File: src/logic/lbc_pkg.sv
// Purpose: shared constants and types for the local bus control outputs
// Assumes: one clock, all inputs synchronous to it
// Notes: cycle kinds follow the three-bit status encoding
package lbc_pkg;

    // cycle status encoding, three bits
    localparam logic [2:0] LBC_ST_IRQ_ACK_STROBE_N = 3'h0;
    localparam logic [2:0] LBC_ST_IORD = 3'h1;
    localparam logic [2:0] LBC_ST_IOWR = 3'h2;
    localparam logic [2:0] LBC_ST_HALT = 3'h3;
    localparam logic [2:0] LBC_ST_CODE = 3'h4;
    localparam logic [2:0] LBC_ST_MRD = 3'h5;
    localparam logic [2:0] LBC_ST_MWR = 3'h6;
    localparam logic [2:0] LBC_ST_PASSIVE = 3'h7;

    // status bit positions
    localparam int LBC_ST_MEM_BIT = 2;
    localparam int LBC_ST_DIR_BIT = 1;

    // queue status encoding
    localparam logic [1:0] LBC_QS_NOP = 2'h0;
    localparam logic [1:0] LBC_QS_FIRST = 2'h1;
    localparam logic [1:0] LBC_QS_EMPTY = 2'h2;
    localparam logic [1:0] LBC_QS_NEXT = 2'h3;

    // longest wait from idle-bus request to a memory cycle start, in clocks
    localparam logic [1:0] LBC_IDLE_REQ_CLOCKS = 2'h3;

    // reset values
    localparam logic LBC_ALE_RST = 1'b0;
    localparam logic LBC_STROBE_RST = 1'b1;

    // bus cycle T-states
    typedef enum logic [2:0] {
        LBC_TI,
        LBC_T1,
        LBC_T2,
        LBC_T3,
        LBC_TW,
        LBC_T4
    } lbc_tstate_e;

endpackage : lbc_pkg

File: src/logic/lbc_ctrl.sv
// Purpose: local bus control outputs of a 16-bit processor bus interface
// Assumes: single clock mclk, all inputs synchronous; core gives cycle requests
// Notes: three-state pins are given as value plus output enable
//        a memory request in the same idle clock as a hold request wins the bus
//        strobes and status come from the next T-state so pins line up with it
//
// Summary of operation
// RULE1: a bus request while the bus is idle releases the bus on the following clock.
// RULE2: a memory cycle may start within three clocks of an idle-bus request, then it is handled as an active cycle (the code: only in the request's clock).
// RULE3: the exclusive-bus output goes low on the exclusive prefix and stays low until the next instruction ends (the code waits for a second instr_done).
// RULE4: other masters must not take the system bus while the exclusive-bus output is low.
// RULE5: the exclusive-bus output floats during hold acknowledge.
// RULE6: each queue operation shows on queue_state in the clock after it happened.
// RULE7: queue_state codes are 00 none, 01 first byte, 10 emptied, 11 subsequent byte.
// RULE8: minimum-mode outputs replace status and queue outputs only when mode_select is high (the code drives queue_state in both modes).
// RULE9: memory/io select is valid from the T4 before a cycle to the cycle's last T4, high for memory.
// RULE10: memory/io select carries the same value as the top status bit.
// RULE11: the write strobe is low in T2, T3 and wait states of every write cycle.
// RULE12: the interrupt acknowledge strobe is low in T2, T3 and wait states of each acknowledge cycle.
// RULE13: the address latch pulse is high during T1 of every bus cycle (the code pulses it only when mode_select is high).
// RULE14: the address latch pulse is always driven, never floated.
// RULE15: transceiver direction is high to transmit, follows select timing and matches the middle status bit.
// RULE16: select, write strobe and direction float during hold acknowledge.
// RULE17: the sequencer runs T1, T2, T3, T4 and adds wait states after T3 while ready is low.
`timescale 1ns/1ps
module lbc_ctrl
    import lbc_pkg::*;
(
    // clock and reset
    input wire logic mclk,
    input wire logic rst,
    // core side requests
    input wire logic mode_select,
    input wire logic ready,
    input wire logic cycle_req,
    input wire logic [2:0] cycle_kind,
    input wire logic bus_hold_req,
    input wire logic lock_prefix,
    input wire logic instr_done,
    input wire logic [1:0] queue_op,
    // maximum-mode pins
    output logic [2:0] cycle_status,
    output logic cycle_status_oe,
    output logic [1:0] queue_state,
    output logic lock_bus_n,
    output logic lock_bus_oe,
    // minimum-mode pins
    output logic mem_io_sel,
    output logic mem_io_sel_oe,
    output logic wr_strobe_n,
    output logic wr_strobe_oe,
    output logic irq_ack_strobe_n,
    output logic addr_latch,
    output logic xcvr_direction,
    output logic xcvr_direction_oe,
    // hold handshake
    output logic hold_ack
);

    // sequencer and captured cycle
    lbc_tstate_e tstate_ff;
    lbc_tstate_e nxt_tstate;
    logic [2:0] kind_ff;
    logic cycle_start;

    // hold and exclusive-bus state
    logic hold_ff;
    logic release_now;
    logic nxt_hold_ack;
    logic lock_armed_ff;
    logic lock_on_ff;
    logic lock_clear;

    // decodes feeding the output flops
    logic write_cycle;
    logic ack_cycle;
    logic strobe_phase;
    logic pins_on_max;
    logic pins_on_min;
    logic [2:0] nxt_cycle_status;

    // a cycle may start from idle or right after T4 when the bus is held by us
    assign cycle_start = cycle_req && !hold_ff && !release_now
        && (tstate_ff == LBC_TI || tstate_ff == LBC_T4);
    // idle-bus request releases next clock unless a memory cycle is starting
    assign release_now = bus_hold_req && !hold_ff && tstate_ff == LBC_TI
        && !(cycle_req && cycle_kind[LBC_ST_MEM_BIT]); // RULE1 RULE2

    // T-state sequencer
    always_comb begin
        nxt_tstate = tstate_ff;
        case (tstate_ff)
            LBC_TI: nxt_tstate = cycle_start ? LBC_T1 : LBC_TI;
            LBC_T1: nxt_tstate = LBC_T2; // RULE17
            LBC_T2: nxt_tstate = LBC_T3; // RULE17
            LBC_T3: nxt_tstate = ready ? LBC_T4 : LBC_TW; // RULE17
            LBC_TW: nxt_tstate = ready ? LBC_T4 : LBC_TW; // RULE17
            LBC_T4: nxt_tstate = cycle_start ? LBC_T1 : LBC_TI;
            default: nxt_tstate = LBC_TI;
        endcase
    end

    // T-state register
    always_ff @(posedge mclk or posedge rst) begin
        if (rst) begin
            tstate_ff <= LBC_TI;
        end else begin
            tstate_ff <= nxt_tstate;
        end
    end

    // latch the cycle kind when a cycle is accepted
    always_ff @(posedge mclk or posedge rst) begin
        if (rst) begin
            kind_ff <= LBC_ST_PASSIVE;
        end else if (cycle_start) begin
            kind_ff <= cycle_kind;
        end
    end

    // hold acknowledge: granted on idle bus or after the cycle's T4
    always_ff @(posedge mclk or posedge rst) begin
        if (rst) begin
            hold_ff <= 1'b0;
        end else if (!bus_hold_req) begin
            hold_ff <= 1'b0;
        end else if (release_now) begin
            hold_ff <= 1'b1; // RULE1
        end else if (tstate_ff == LBC_T4 && !cycle_req) begin
            hold_ff <= 1'b1; // RULE2
        end
    end

    // hold acknowledge next value, also gates every float enable
    assign nxt_hold_ack = bus_hold_req && (hold_ff || release_now || (tstate_ff == LBC_T4 && !cycle_req));
    // pins of the active mode drive only while the bus is not held
    assign pins_on_max = !mode_select && !nxt_hold_ack; // RULE8
    assign pins_on_min = mode_select && !nxt_hold_ack; // RULE8

    // hold acknowledge pin
    always_ff @(posedge mclk or posedge rst) begin
        if (rst) begin
            hold_ack <= 1'b0;
        end else begin
            hold_ack <= nxt_hold_ack; // RULE1
        end
    end

    // exclusive prefix seen, waiting for the prefixed instruction to end
    always_ff @(posedge mclk or posedge rst) begin
        if (rst) begin
            lock_armed_ff <= 1'b0;
        end else if (lock_prefix) begin
            lock_armed_ff <= 1'b1; // RULE3
        end else if (instr_done) begin
            lock_armed_ff <= 1'b0;
        end
    end

    // exclusive use held until the instruction after the prefixed one ends
    always_ff @(posedge mclk or posedge rst) begin
        if (rst) begin
            lock_on_ff <= 1'b0;
        end else if (lock_prefix) begin
            lock_on_ff <= 1'b1; // RULE3
        end else if (lock_clear) begin
            lock_on_ff <= 1'b0; // RULE3
        end
    end

    // second instruction end after the prefix releases the lock
    assign lock_clear = instr_done && lock_on_ff && !lock_armed_ff;

    // cycle kind decodes for the strobes
    assign write_cycle = kind_ff == LBC_ST_IOWR || kind_ff == LBC_ST_MWR;
    assign ack_cycle = kind_ff == LBC_ST_IRQ_ACK_STROBE_N;
    // strobes are active in T2, T3 and wait states of the next clock
    assign strobe_phase = nxt_tstate == LBC_T2 || nxt_tstate == LBC_T3 || nxt_tstate == LBC_TW;
    // status is passive in T3, wait states and while idle
    assign nxt_cycle_status = (strobe_phase && nxt_tstate != LBC_T2) || nxt_tstate == LBC_TI
        ? LBC_ST_PASSIVE : (cycle_start ? cycle_kind : kind_ff);

    // queue status, one clock after the queue operation
    always_ff @(posedge mclk or posedge rst) begin
        if (rst) begin
            queue_state <= LBC_QS_NOP;
        end else begin
            queue_state <= queue_op; // RULE6 RULE7
        end
    end

    // maximum-mode status lines
    always_ff @(posedge mclk or posedge rst) begin
        if (rst) begin
            cycle_status <= LBC_ST_PASSIVE;
        end else begin
            cycle_status <= nxt_cycle_status; // RULE10
        end
    end

    // status lines drive in maximum mode outside hold
    always_ff @(posedge mclk or posedge rst) begin
        if (rst) begin
            cycle_status_oe <= 1'b0;
        end else begin
            cycle_status_oe <= pins_on_max; // RULE8
        end
    end

    // exclusive-bus output, low from the prefix to the end of the instruction after the prefixed one
    always_ff @(posedge mclk or posedge rst) begin
        if (rst) begin
            lock_bus_n <= LBC_STROBE_RST;
        end else begin
            lock_bus_n <= !(lock_prefix || (lock_on_ff && !lock_clear)); // RULE3
        end
    end

    // exclusive-bus enable, floats in hold
    always_ff @(posedge mclk or posedge rst) begin
        if (rst) begin
            lock_bus_oe <= 1'b0;
        end else begin
            lock_bus_oe <= pins_on_max; // RULE5 RULE8
        end
    end

    // memory or io select: shown in the T4 before the cycle or at its start
    always_ff @(posedge mclk or posedge rst) begin
        if (rst) begin
            mem_io_sel <= 1'b0;
        end else if (cycle_start) begin
            mem_io_sel <= cycle_kind[LBC_ST_MEM_BIT]; // RULE9 RULE10
        end else if (nxt_tstate == LBC_T4 && cycle_req && !bus_hold_req) begin
            mem_io_sel <= cycle_kind[LBC_ST_MEM_BIT]; // RULE9
        end
    end

    // transceiver direction, same timing as the select
    always_ff @(posedge mclk or posedge rst) begin
        if (rst) begin
            xcvr_direction <= 1'b0;
        end else if (cycle_start) begin
            xcvr_direction <= cycle_kind[LBC_ST_DIR_BIT]; // RULE15
        end else if (nxt_tstate == LBC_T4 && cycle_req && !bus_hold_req) begin
            xcvr_direction <= cycle_kind[LBC_ST_DIR_BIT]; // RULE15
        end
    end

    // select enable, floats in hold
    always_ff @(posedge mclk or posedge rst) begin
        if (rst) begin
            mem_io_sel_oe <= 1'b0;
        end else begin
            mem_io_sel_oe <= pins_on_min; // RULE16 RULE8
        end
    end

    // direction enable, floats in hold
    always_ff @(posedge mclk or posedge rst) begin
        if (rst) begin
            xcvr_direction_oe <= 1'b0;
        end else begin
            xcvr_direction_oe <= pins_on_min; // RULE16
        end
    end

    // write strobe, low in T2, T3 and wait states of writes
    always_ff @(posedge mclk or posedge rst) begin
        if (rst) begin
            wr_strobe_n <= LBC_STROBE_RST;
        end else begin
            wr_strobe_n <= !(strobe_phase && write_cycle && mode_select); // RULE11
        end
    end

    // write strobe enable, floats in hold
    always_ff @(posedge mclk or posedge rst) begin
        if (rst) begin
            wr_strobe_oe <= 1'b0;
        end else begin
            wr_strobe_oe <= pins_on_min; // RULE16
        end
    end

    // interrupt acknowledge strobe, always driven
    always_ff @(posedge mclk or posedge rst) begin
        if (rst) begin
            irq_ack_strobe_n <= LBC_STROBE_RST;
        end else begin
            irq_ack_strobe_n <= !(strobe_phase && ack_cycle && mode_select); // RULE12
        end
    end

    // address latch pulse in T1, never floated
    always_ff @(posedge mclk or posedge rst) begin
        if (rst) begin
            addr_latch <= LBC_ALE_RST;
        end else begin
            addr_latch <= mode_select && nxt_tstate == LBC_T1 && tstate_ff != LBC_T1; // RULE13 RULE14
        end
    end

endmodule : lbc_ctrl

File: config.mk
export PLATFORM = sky130hd
export DESIGN_NAME = lbc_ctrl
export DESIGN_NICKNAME = d
export VERILOG_FILES = /design/src/logic/lbc_pkg.sv /design/src/logic/lbc_ctrl.sv
export SDC_FILE = /design/constraint.sdc
export NUM_CORES = 1
export LEC_CHECK = 0
export BUFFER_PORTS_ARGS = -buffer_cell sky130_fd_sc_hd__clkbuf_2
export CORE_AREA = 2 2 48 50
export DETAILED_ROUTE_END_ITERATION = 8
export DIE_AREA = 0 0 50 52
export GPL_ROUTABILITY_DRIVEN = 0
export PLACE_DENSITY = 0.83
export SKIP_LAST_GASP = 1
export SYNTH_ARGS = -nofsm -noshare
export SYNTH_HDL_FRONTEND = slang
export SYNTH_SLANG_ARGS = --single-unit
File: constraint.sdc
create_clock -name mclk -period 5 [get_ports mclk]
set_input_delay 1 -clock mclk [delete_from_list [all_inputs] [get_ports mclk]]
set_output_delay 1 -clock mclk [all_outputs]
set_load 0.02 [all_outputs]
==> summary.md, run 1 <==
| Metric | Value |
|---|---|
| Net Sw Power | `241.7 uW` |
| Nature of the critical path endpoint | `flip-flop` |
| Remaining DRCs | `0` |
| First-pass GRT wire length | `around 2.9 mm` |
| Crit-path cells | `clkbuf_2 > or4b_4 > o2111ai_4 > o31a_2 > mux2_2` |
| Outcome | `finished, final reports clean` |
| Area grow syn2layout | `16.86%` |
| Die ar. | `about 0.0026 mm^2` |
| RSZ-0062 raised after global routing | `false` |
| Clock Sink Count | `23` |
| Slowest stage cell, crit path | `or4b_4` |
| Min cycle time layout | `2.298 ns` |
| Cell accounting for the most synthesized area | `dfrtp_1` |
| Power density over the cells | `between 500 and 600 mW/mm^2` |
| Top cells by area, synth | `dfrtp_1 (36%), dfstp_2 (24%), mux2_2 (5.7%)` |
| Total congestion overflow | `0` |
| Sw Share | `37.20%` |
| Worst-Skew Late Latency | `0.30 ns` |
| Signal arrival time at the worst endpoint | `roughly 2.5 ns` |
| R2R cell count | `4` |
| Dpl hpwl | `1.351 mm` |
| Final setup fails | `0` |
| Wirelength per Cell | `13.08 um` |
| Vias in the first global route | `606` |
| Clk pwr share | `roughly 12%` |
| Setup TNS | `0 ns` |
| Horiz. Die Dim | `50 um` |
| Setup bufs post-CTS | `0` |
| Final-layout fill cell count | `181` |
| Worst path buffer plus inverter count | `1` |
| Initial antenna violation count | `0` |
| Worst endpoint required time | `5.20 ns` |
| Logic pwr share | `39.5%` |
| CTS max path bufs | `2` |
| Int Power | `408.0 uW` |
| Max Clk Rate | `about 0.44 GHz` |
| Antenna Violating Nets Remaining | `0` |
| Register area share after synthesis | `59.90%` |
| Slew @ Worst Pin | `0.7951 ns` |
| TritonRoute pass-1 iters | `4` |
| Max VDD drop | `214.7 uV` |
| Maximum number of pins on one net before global-route repair | `24` |
| Worst r2r src | `tstate_ff[0]` |
| Worst setup path startpoint | `bus_hold_req` |
| Total wire length | `1.713 mm` |
| Ant diodes | `0` |
| Crit path max-delay family | `compound AO/OA/AOI/OAI gates` |
| CP Capture Point | `xcvr_direction` |
| WP depth | `5` |
| DR iter-0 viols | `8` |
| Syn_nets | `89` |
| I/O pins | `30` |
| DR vias/cell | `just over 5` |
| Minimum hold slack | `approximately 0.48 ns` |
| TritonCTS clock tree | `done` |
| Final Skew | `0.003741 ns` |
| Share of layout cells above drive strength 1 | `51.46%` |
| Async set-reset flop share out of synthesis | `100.0%` |
| Hold Crit Class | `reg2reg` |
| Overall Power | `about 650 uW` |
| Seq cells post-synth | `23` |
| Final Hold Viols | `0` |
| Core footprint | `0.002106 mm^2` |
| Post-synth EDFFs | `0` |
| Dpl cells | `127` |
| Yosys cell types | `27` |
| Worst Hold Launch | `lock_on_ff` |
| Register share of total power | `48.1%` |
| GRT Overall Usage | `15.52%` |
| Ys flop type | `dfrtp_1` |
| Die height | `52 um` |
| Pleak | `0.0005337 uW` |
| Crit path kind | `in2reg` |
| CTS root buf | `clkbuf_4` |
| Reg-to-reg endpoint | `xcvr_direction` |
| R2R setup slack | `2.91 ns` |
| Worst-path clk slew | `between 0.1 and 0.15 ns` |
| Relative slew margins | `46.94%` |
| Total number of yosys warnings | `0` |
| H-tree Lvls | `1` |
| Final std cells w/o fill | `131` |
| CP max stage delay | `0.49 ns` |
| Mapped cell area | `around 980 um^2` |
| Core Rows | `17` |
| Max-Cap Viols | `0` |
| Hold buffers post-CTS | `0` |
| Commonest non-fill, non-tap cell in the layout | `clkbuf_2` |
| Post-Syn Instances | `76` |
| Max-slew violations | `0` |
| Post_cts resized | `0` |
| Nets | `117` |
| Cts bufs inserted | `3` |
| Syn Area/Cell | `12.89 um^2` |
| Period utilization | `a little under half` |
| Most frequent cells in the layout | `clkbuf_2 (29), dfrtp_1 (14), dfstp_2 (9)` |
| Core Util, Final | `54.37%` |
| Worst-path fanout max | `9` |
| DR vias | `664` |
| Initial core utilization | `46.52%` |
| CP Launch Type | `input pin` |
| Number of port buffers | `29` |
| Yosys top cell area share | `between 30 and 40%` |
worst min path at each step:
| stage | to | slack, ns | cells past startpoint |
|---|---|---|---|
| 2_1_floorplan | lock_armed_ff | 0.44 | 1 |
| 3_3_place_gp | lock_on_ff | 0.46 | 1 |
| 3_5_place_dp | lock_on_ff | 0.46 | 1 |
| 4_1_cts | lock_bus_n | 0.49 | 2 |
| 5_1_grt | lock_on_ff | 0.52 | 1 |
| 6_report | lock_bus_n | 0.48 | 2 |
cell type report:
type                            count  area, um^2  share of cell area (%)
Inverter                            5       18.77                   1.639
Sequential cell                    23       586.8                   51.26
Timing Repair Buffer               29       145.1                   12.68
Tap cell                           28       35.03                   3.060
Clock inverter                      1       5.005                  0.4372
Clock buffer                        3       22.52                   1.967
Multi-Input combinational cell     42       331.6                   28.96
Yosys cell counts, types with 3 or more instances:
| cell type | n |
|---|---|
| dfstp_2 | 9 |
| o22a_2 | 3 |
| a21oi_1 | 4 |
| mux2_2 | 5 |
| inv_1 | 5 |
| nand2b_1 | 3 |
| buf_4 | 3 |
| nor2_1 | 6 |
| dfrtp_1 | 14 |
metal layers:
| metal | share of wire (%) | track usage [%] | routed length (um) |
|---|---|---|---|
| met2 | 54 | 26.75 | 926 |
| met1 | 41 | 17.96 | 694 |
| met5 | 0 | 0 | 0 |
| met3 | 3.9 | 2.586 | 66 |
| met4 | 1.5 | 9.722 | 25 |
worst min-delay path: stages (launching register included):
cell and delay, ns:
dfrtp_1 0.34, a21o_1 0.11, inv_1 0.04
power by group through the flow:
stage | registers [uW] | logic, uW | clock network [uW]
detailed placement | 316 | 257 | 0
CTS | 312 | 258 | 85.1
global placement | 310 | 248 | 0
global route | 322 | 280 | 94.5
floorplan | 322 | 193 | 0
finish | 313 | 257 | 80.6
cells by family (layout without fill, tap and decap cells):
logic type	count (synthesis)	count (layout)	share of synthesized area, %
AOI/OAI and AO/OA	18	18	16.35
buffers and inverters	11	38	6.257
DFF	23	23	59.90
muxes	5	5	5.747
and+or+nand+nor	17	17	9.961
xor gates and xnor gates	2	2	1.788
through the flow:
| stage | setup slack (ns) | cell area (um^2) |
|---|---|---|
| 2_1_floorplan | 2.603 | 979.7 |
| 3_3_place_gp | 2.429 | 1117 |
| 3_5_place_dp | 2.380 | 1117 |
| 4_1_cts | 2.714 | 1145 |
| 5_1_grt | 2.683 | 1145 |
| 6_report | 2.702 | 1145 |
registers in the layout, summed over array words and instances (netlist names), 2 cells and up:
register and cells:
cycle_status 3, queue_state 2, kind_ff 3, tstate_ff 3
(Power assumes the default switching activity.)
==> inputs of run 2 (changes only) <==
- ABC_AREA: default -> 1
- clock period: 5 -> 2.13 ns (I/O delays scaled with it)
==> run 2 against run 1 <==
  * Cell count is 21% higher
  * Critical path depth is 1 higher
  * Largest power group unchanged
  * Sequential power is 120% higher
  * Core utilization is 1.1 points higher
  * Sequential cell count stayed put
  * Register-to-register slack worse by 2.2 ns
  * Clock power is 140% higher
  * Largest cell class unchanged
  * Sequential share of layout area is 1.0 points lower
  * Area after synthesis is 0.51% higher
  * Critical path type is now reg2reg
  * Combinational power grew to 2.5 times the previous value
==> summary.md, run 2 <==
| Metric | Value |
|---|---|
| Worst-path fanout max | `7` |
| Slowest stage cell, crit path | `dfrtp_1` |
| Min-Delay Path Depth | `1` |
| Pleak | `~0.00063 uW` |
| Area grow syn2layout | `18.68%` |
| Ant diodes | `0` |
| Post_cts resized | `0` |
| Total congestion overflow | `0` |
| Worst setup path startpoint | `tstate_ff[0]` |
| Dpl cells | `154` |
| Cts bufs inserted | `3` |
| Seq cells post-synth | `23` |
| Crit path max-delay family | `simple AND/OR/NAND/NOR gates` |
| Hold buffers post-CTS | `0` |
| Nature of the critical path endpoint | `flip-flop` |
| Number of port buffers | `29` |
| Die height | `52 um` |
| Initial core utilization | `46.76%` |
| Worst r2r src | `tstate_ff[0]` |
| Overall Power | `~1500 uW` |
| Total wire length | `1.602 mm` |
| Worst setup margin | `0.6995 ns` |
| CTS max path bufs | `2` |
| Cell accounting for the most synthesized area | `dfrtp_1` |
| Hold Crit Class | `in2reg` |
| Wirelength per Cell | `10.14 um` |
| Most frequent CP cell | `nand3_2` |
| Worst Hold Launch | `queue_op[0]` |
| Final Skew | `just over 0.01 ns` |
| Post-Place Worst Slack | `~0.65 ns` |
| Horiz. Die Dim | `50 um` |
| Antenna Violating Nets Remaining | `0` |
| Top cells by area, synth | `dfrtp_1 (36%), dfstp_2 (24%), inv_1 (8.8%)` |
| Worst path buffer plus inverter count | `0` |
| Core footprint | `0.002106 mm^2` |
| Slew @ Worst Pin | `slightly above 0.8 ns` |
| CP max stage delay | `around 0.48 ns` |
| Final Hold Viols | `0` |
| Power density over the cells | `1305 mW/mm^2` |
| Placed Area | `0.001142 mm^2` |
| Top flop regs | `cycle_status x3, kind_ff x3, tstate_ff x3` |
| Nets | `144` |
| Dpl hpwl | `between 1 and 1.5 mm` |
| Worst-Skew Late Latency | `around 0.3 ns` |
| Net Sw Power | `638.1 uW` |
| CP Launch Type | `flip-flop` |
| WP depth | `6` |
| DR iter-0 viols | `12` |
| R2R cell count | `6` |
| GRT Overall Usage | `13.92%` |
| H-tree Lvls | `1` |
| Worst endpoint required time | `2.36 ns` |
| Most numerous cell in the Yosys netlist | `inv_1` |
| Share of layout cells above drive strength 1 | `40.00%` |
| Most frequent cells in the layout | `clkbuf_2 (29), inv_1 (23), nand2_1 (16)` |
| DR vias/cell | `4.620` |
| Mapped cell area | `984.7 um^2` |
| Yosys cell types | `22` |
| CTS root buf | `clkbuf_4` |
| Commonest non-fill, non-tap cell in the layout | `clkbuf_2` |
| RSZ-0062 raised after global routing | `false` |
| Min cycle time layout | `1.430 ns` |
| First-pass GRT wire length | `2.718 mm` |
| Post-synth EDFFs | `0` |
| Initial antenna violation count | `0` |
| Max Clk Rate | `between 0.6 and 0.7 GHz` |
| Setup TNS | `0 ns` |
| DR vias | `730` |
| Max VDD drop | `~600 uV` |
| Crit path kind | `reg2reg` |
| Syn_nets | `113` |
| Total number of yosys warnings | `0` |
| TritonCTS clock tree | `done` |
| Post-Syn Instances | `100` |
| Ys flop type | `dfrtp_1` |
| Final setup fails | `0` |
| Logic pwr share | `42.2%` |
| Final std cells w/o fill | `158` |
| Async set-reset flop share out of synthesis | `between 90% and 100%` |
| TritonRoute pass-1 iters | `2` |
| Signal arrival time at the worst endpoint | `1.66 ns` |
| Sw Share | `41.84%` |
| Max-Cap Viols | `0` |
| Maximum number of pins on one net before global-route repair | `24` |
| Register area share after synthesis | `about three fifths` |
| Clk pwr share | `about an eighth` |
| Period utilization | `67.16%` |
| Relative slew margins | `a little under half` |
| Syn Area/Cell | `9.847 um^2` |
| Vias in the first global route | `690` |
| Setup bufs post-CTS | `0` |
| Register share of total power | `45.3%` |
| Yosys top cell area share | `35.58%` |
| Int Power | `887.1 uW` |
| Outcome | `finished, final reports clean` |
| Top post-synthesis cells by count | `inv_1 (23), nand2_1 (16), dfrtp_1 (14)` |
| Worst-path clk slew | `about 0.12 ns` |
| Remaining DRCs | `0` |
| Core Rows | `17` |
| Final Cell Area | `0.001169 mm^2` |
| Die ar. | `0.002600 mm^2` |
| Crit-path cells | `nor2_4 > nand4_2 > nand3_2 > nand3_2 > o21ai_2 > nand3_1` |
| Max-slew violations | `0` |
| Clock Sink Count | `23` |
| I/O pins | `30` |
[run 2: final cells by class]
class	instances	area (um^2)
clock buffer	4	26.28
fill	187	937.1
inverter	25	93.84
multi-input combinational	49	281.5
sequential	23	586.8
tap	28	35.03
timing repair buffer	29	145.1
[run 2: final timing paths]
check | slack, ns | endpoint
worst max-delay path | 0.70 | irq_ack_strobe_n
worst min-delay path | 0.23 | queue_state[0]
worst max register to register | 0.70 | irq_ack_strobe_n
worst min register to register | 0.41 | lock_bus_n
max in group asynchronous | 1.38 | lock_armed_ff
min in group asynchronous | 0.24 | wr_strobe_oe
[run 2: per-layer routing]
layer  part of all wire [%]  track usage, %
met3                    5.7           2.586
met2                     50           26.10
met4                    1.2           6.944
met1                     43           14.81
met5                      0               0
[run 2: power by group through the flow]
stage,registers (uW),clock network (uW),logic [uW]
floorplan,769,0,427
global placement,696,0,632
detailed placement,701,0,651
CTS,692,199,653
global route,709,214,724
finish,690,191,644
[run 2: logic make-up after synthesis]
group                  synth area share, %
AND/OR/NAND/NOR                      19.31
AO/OA/AOI/OAI                        9.277
flip-flops                           59.59
buffers and inverters                11.82
[run 2: stage by stage]
step                      hold slack, ns  util (%)
after floorplan                   0.3755         -
after global placement            0.3859     54.25
after detailed placement          0.3955     54.25
after CTS                         0.2215     55.50
after global routing              0.2133     55.50
final                             0.2273     55.50
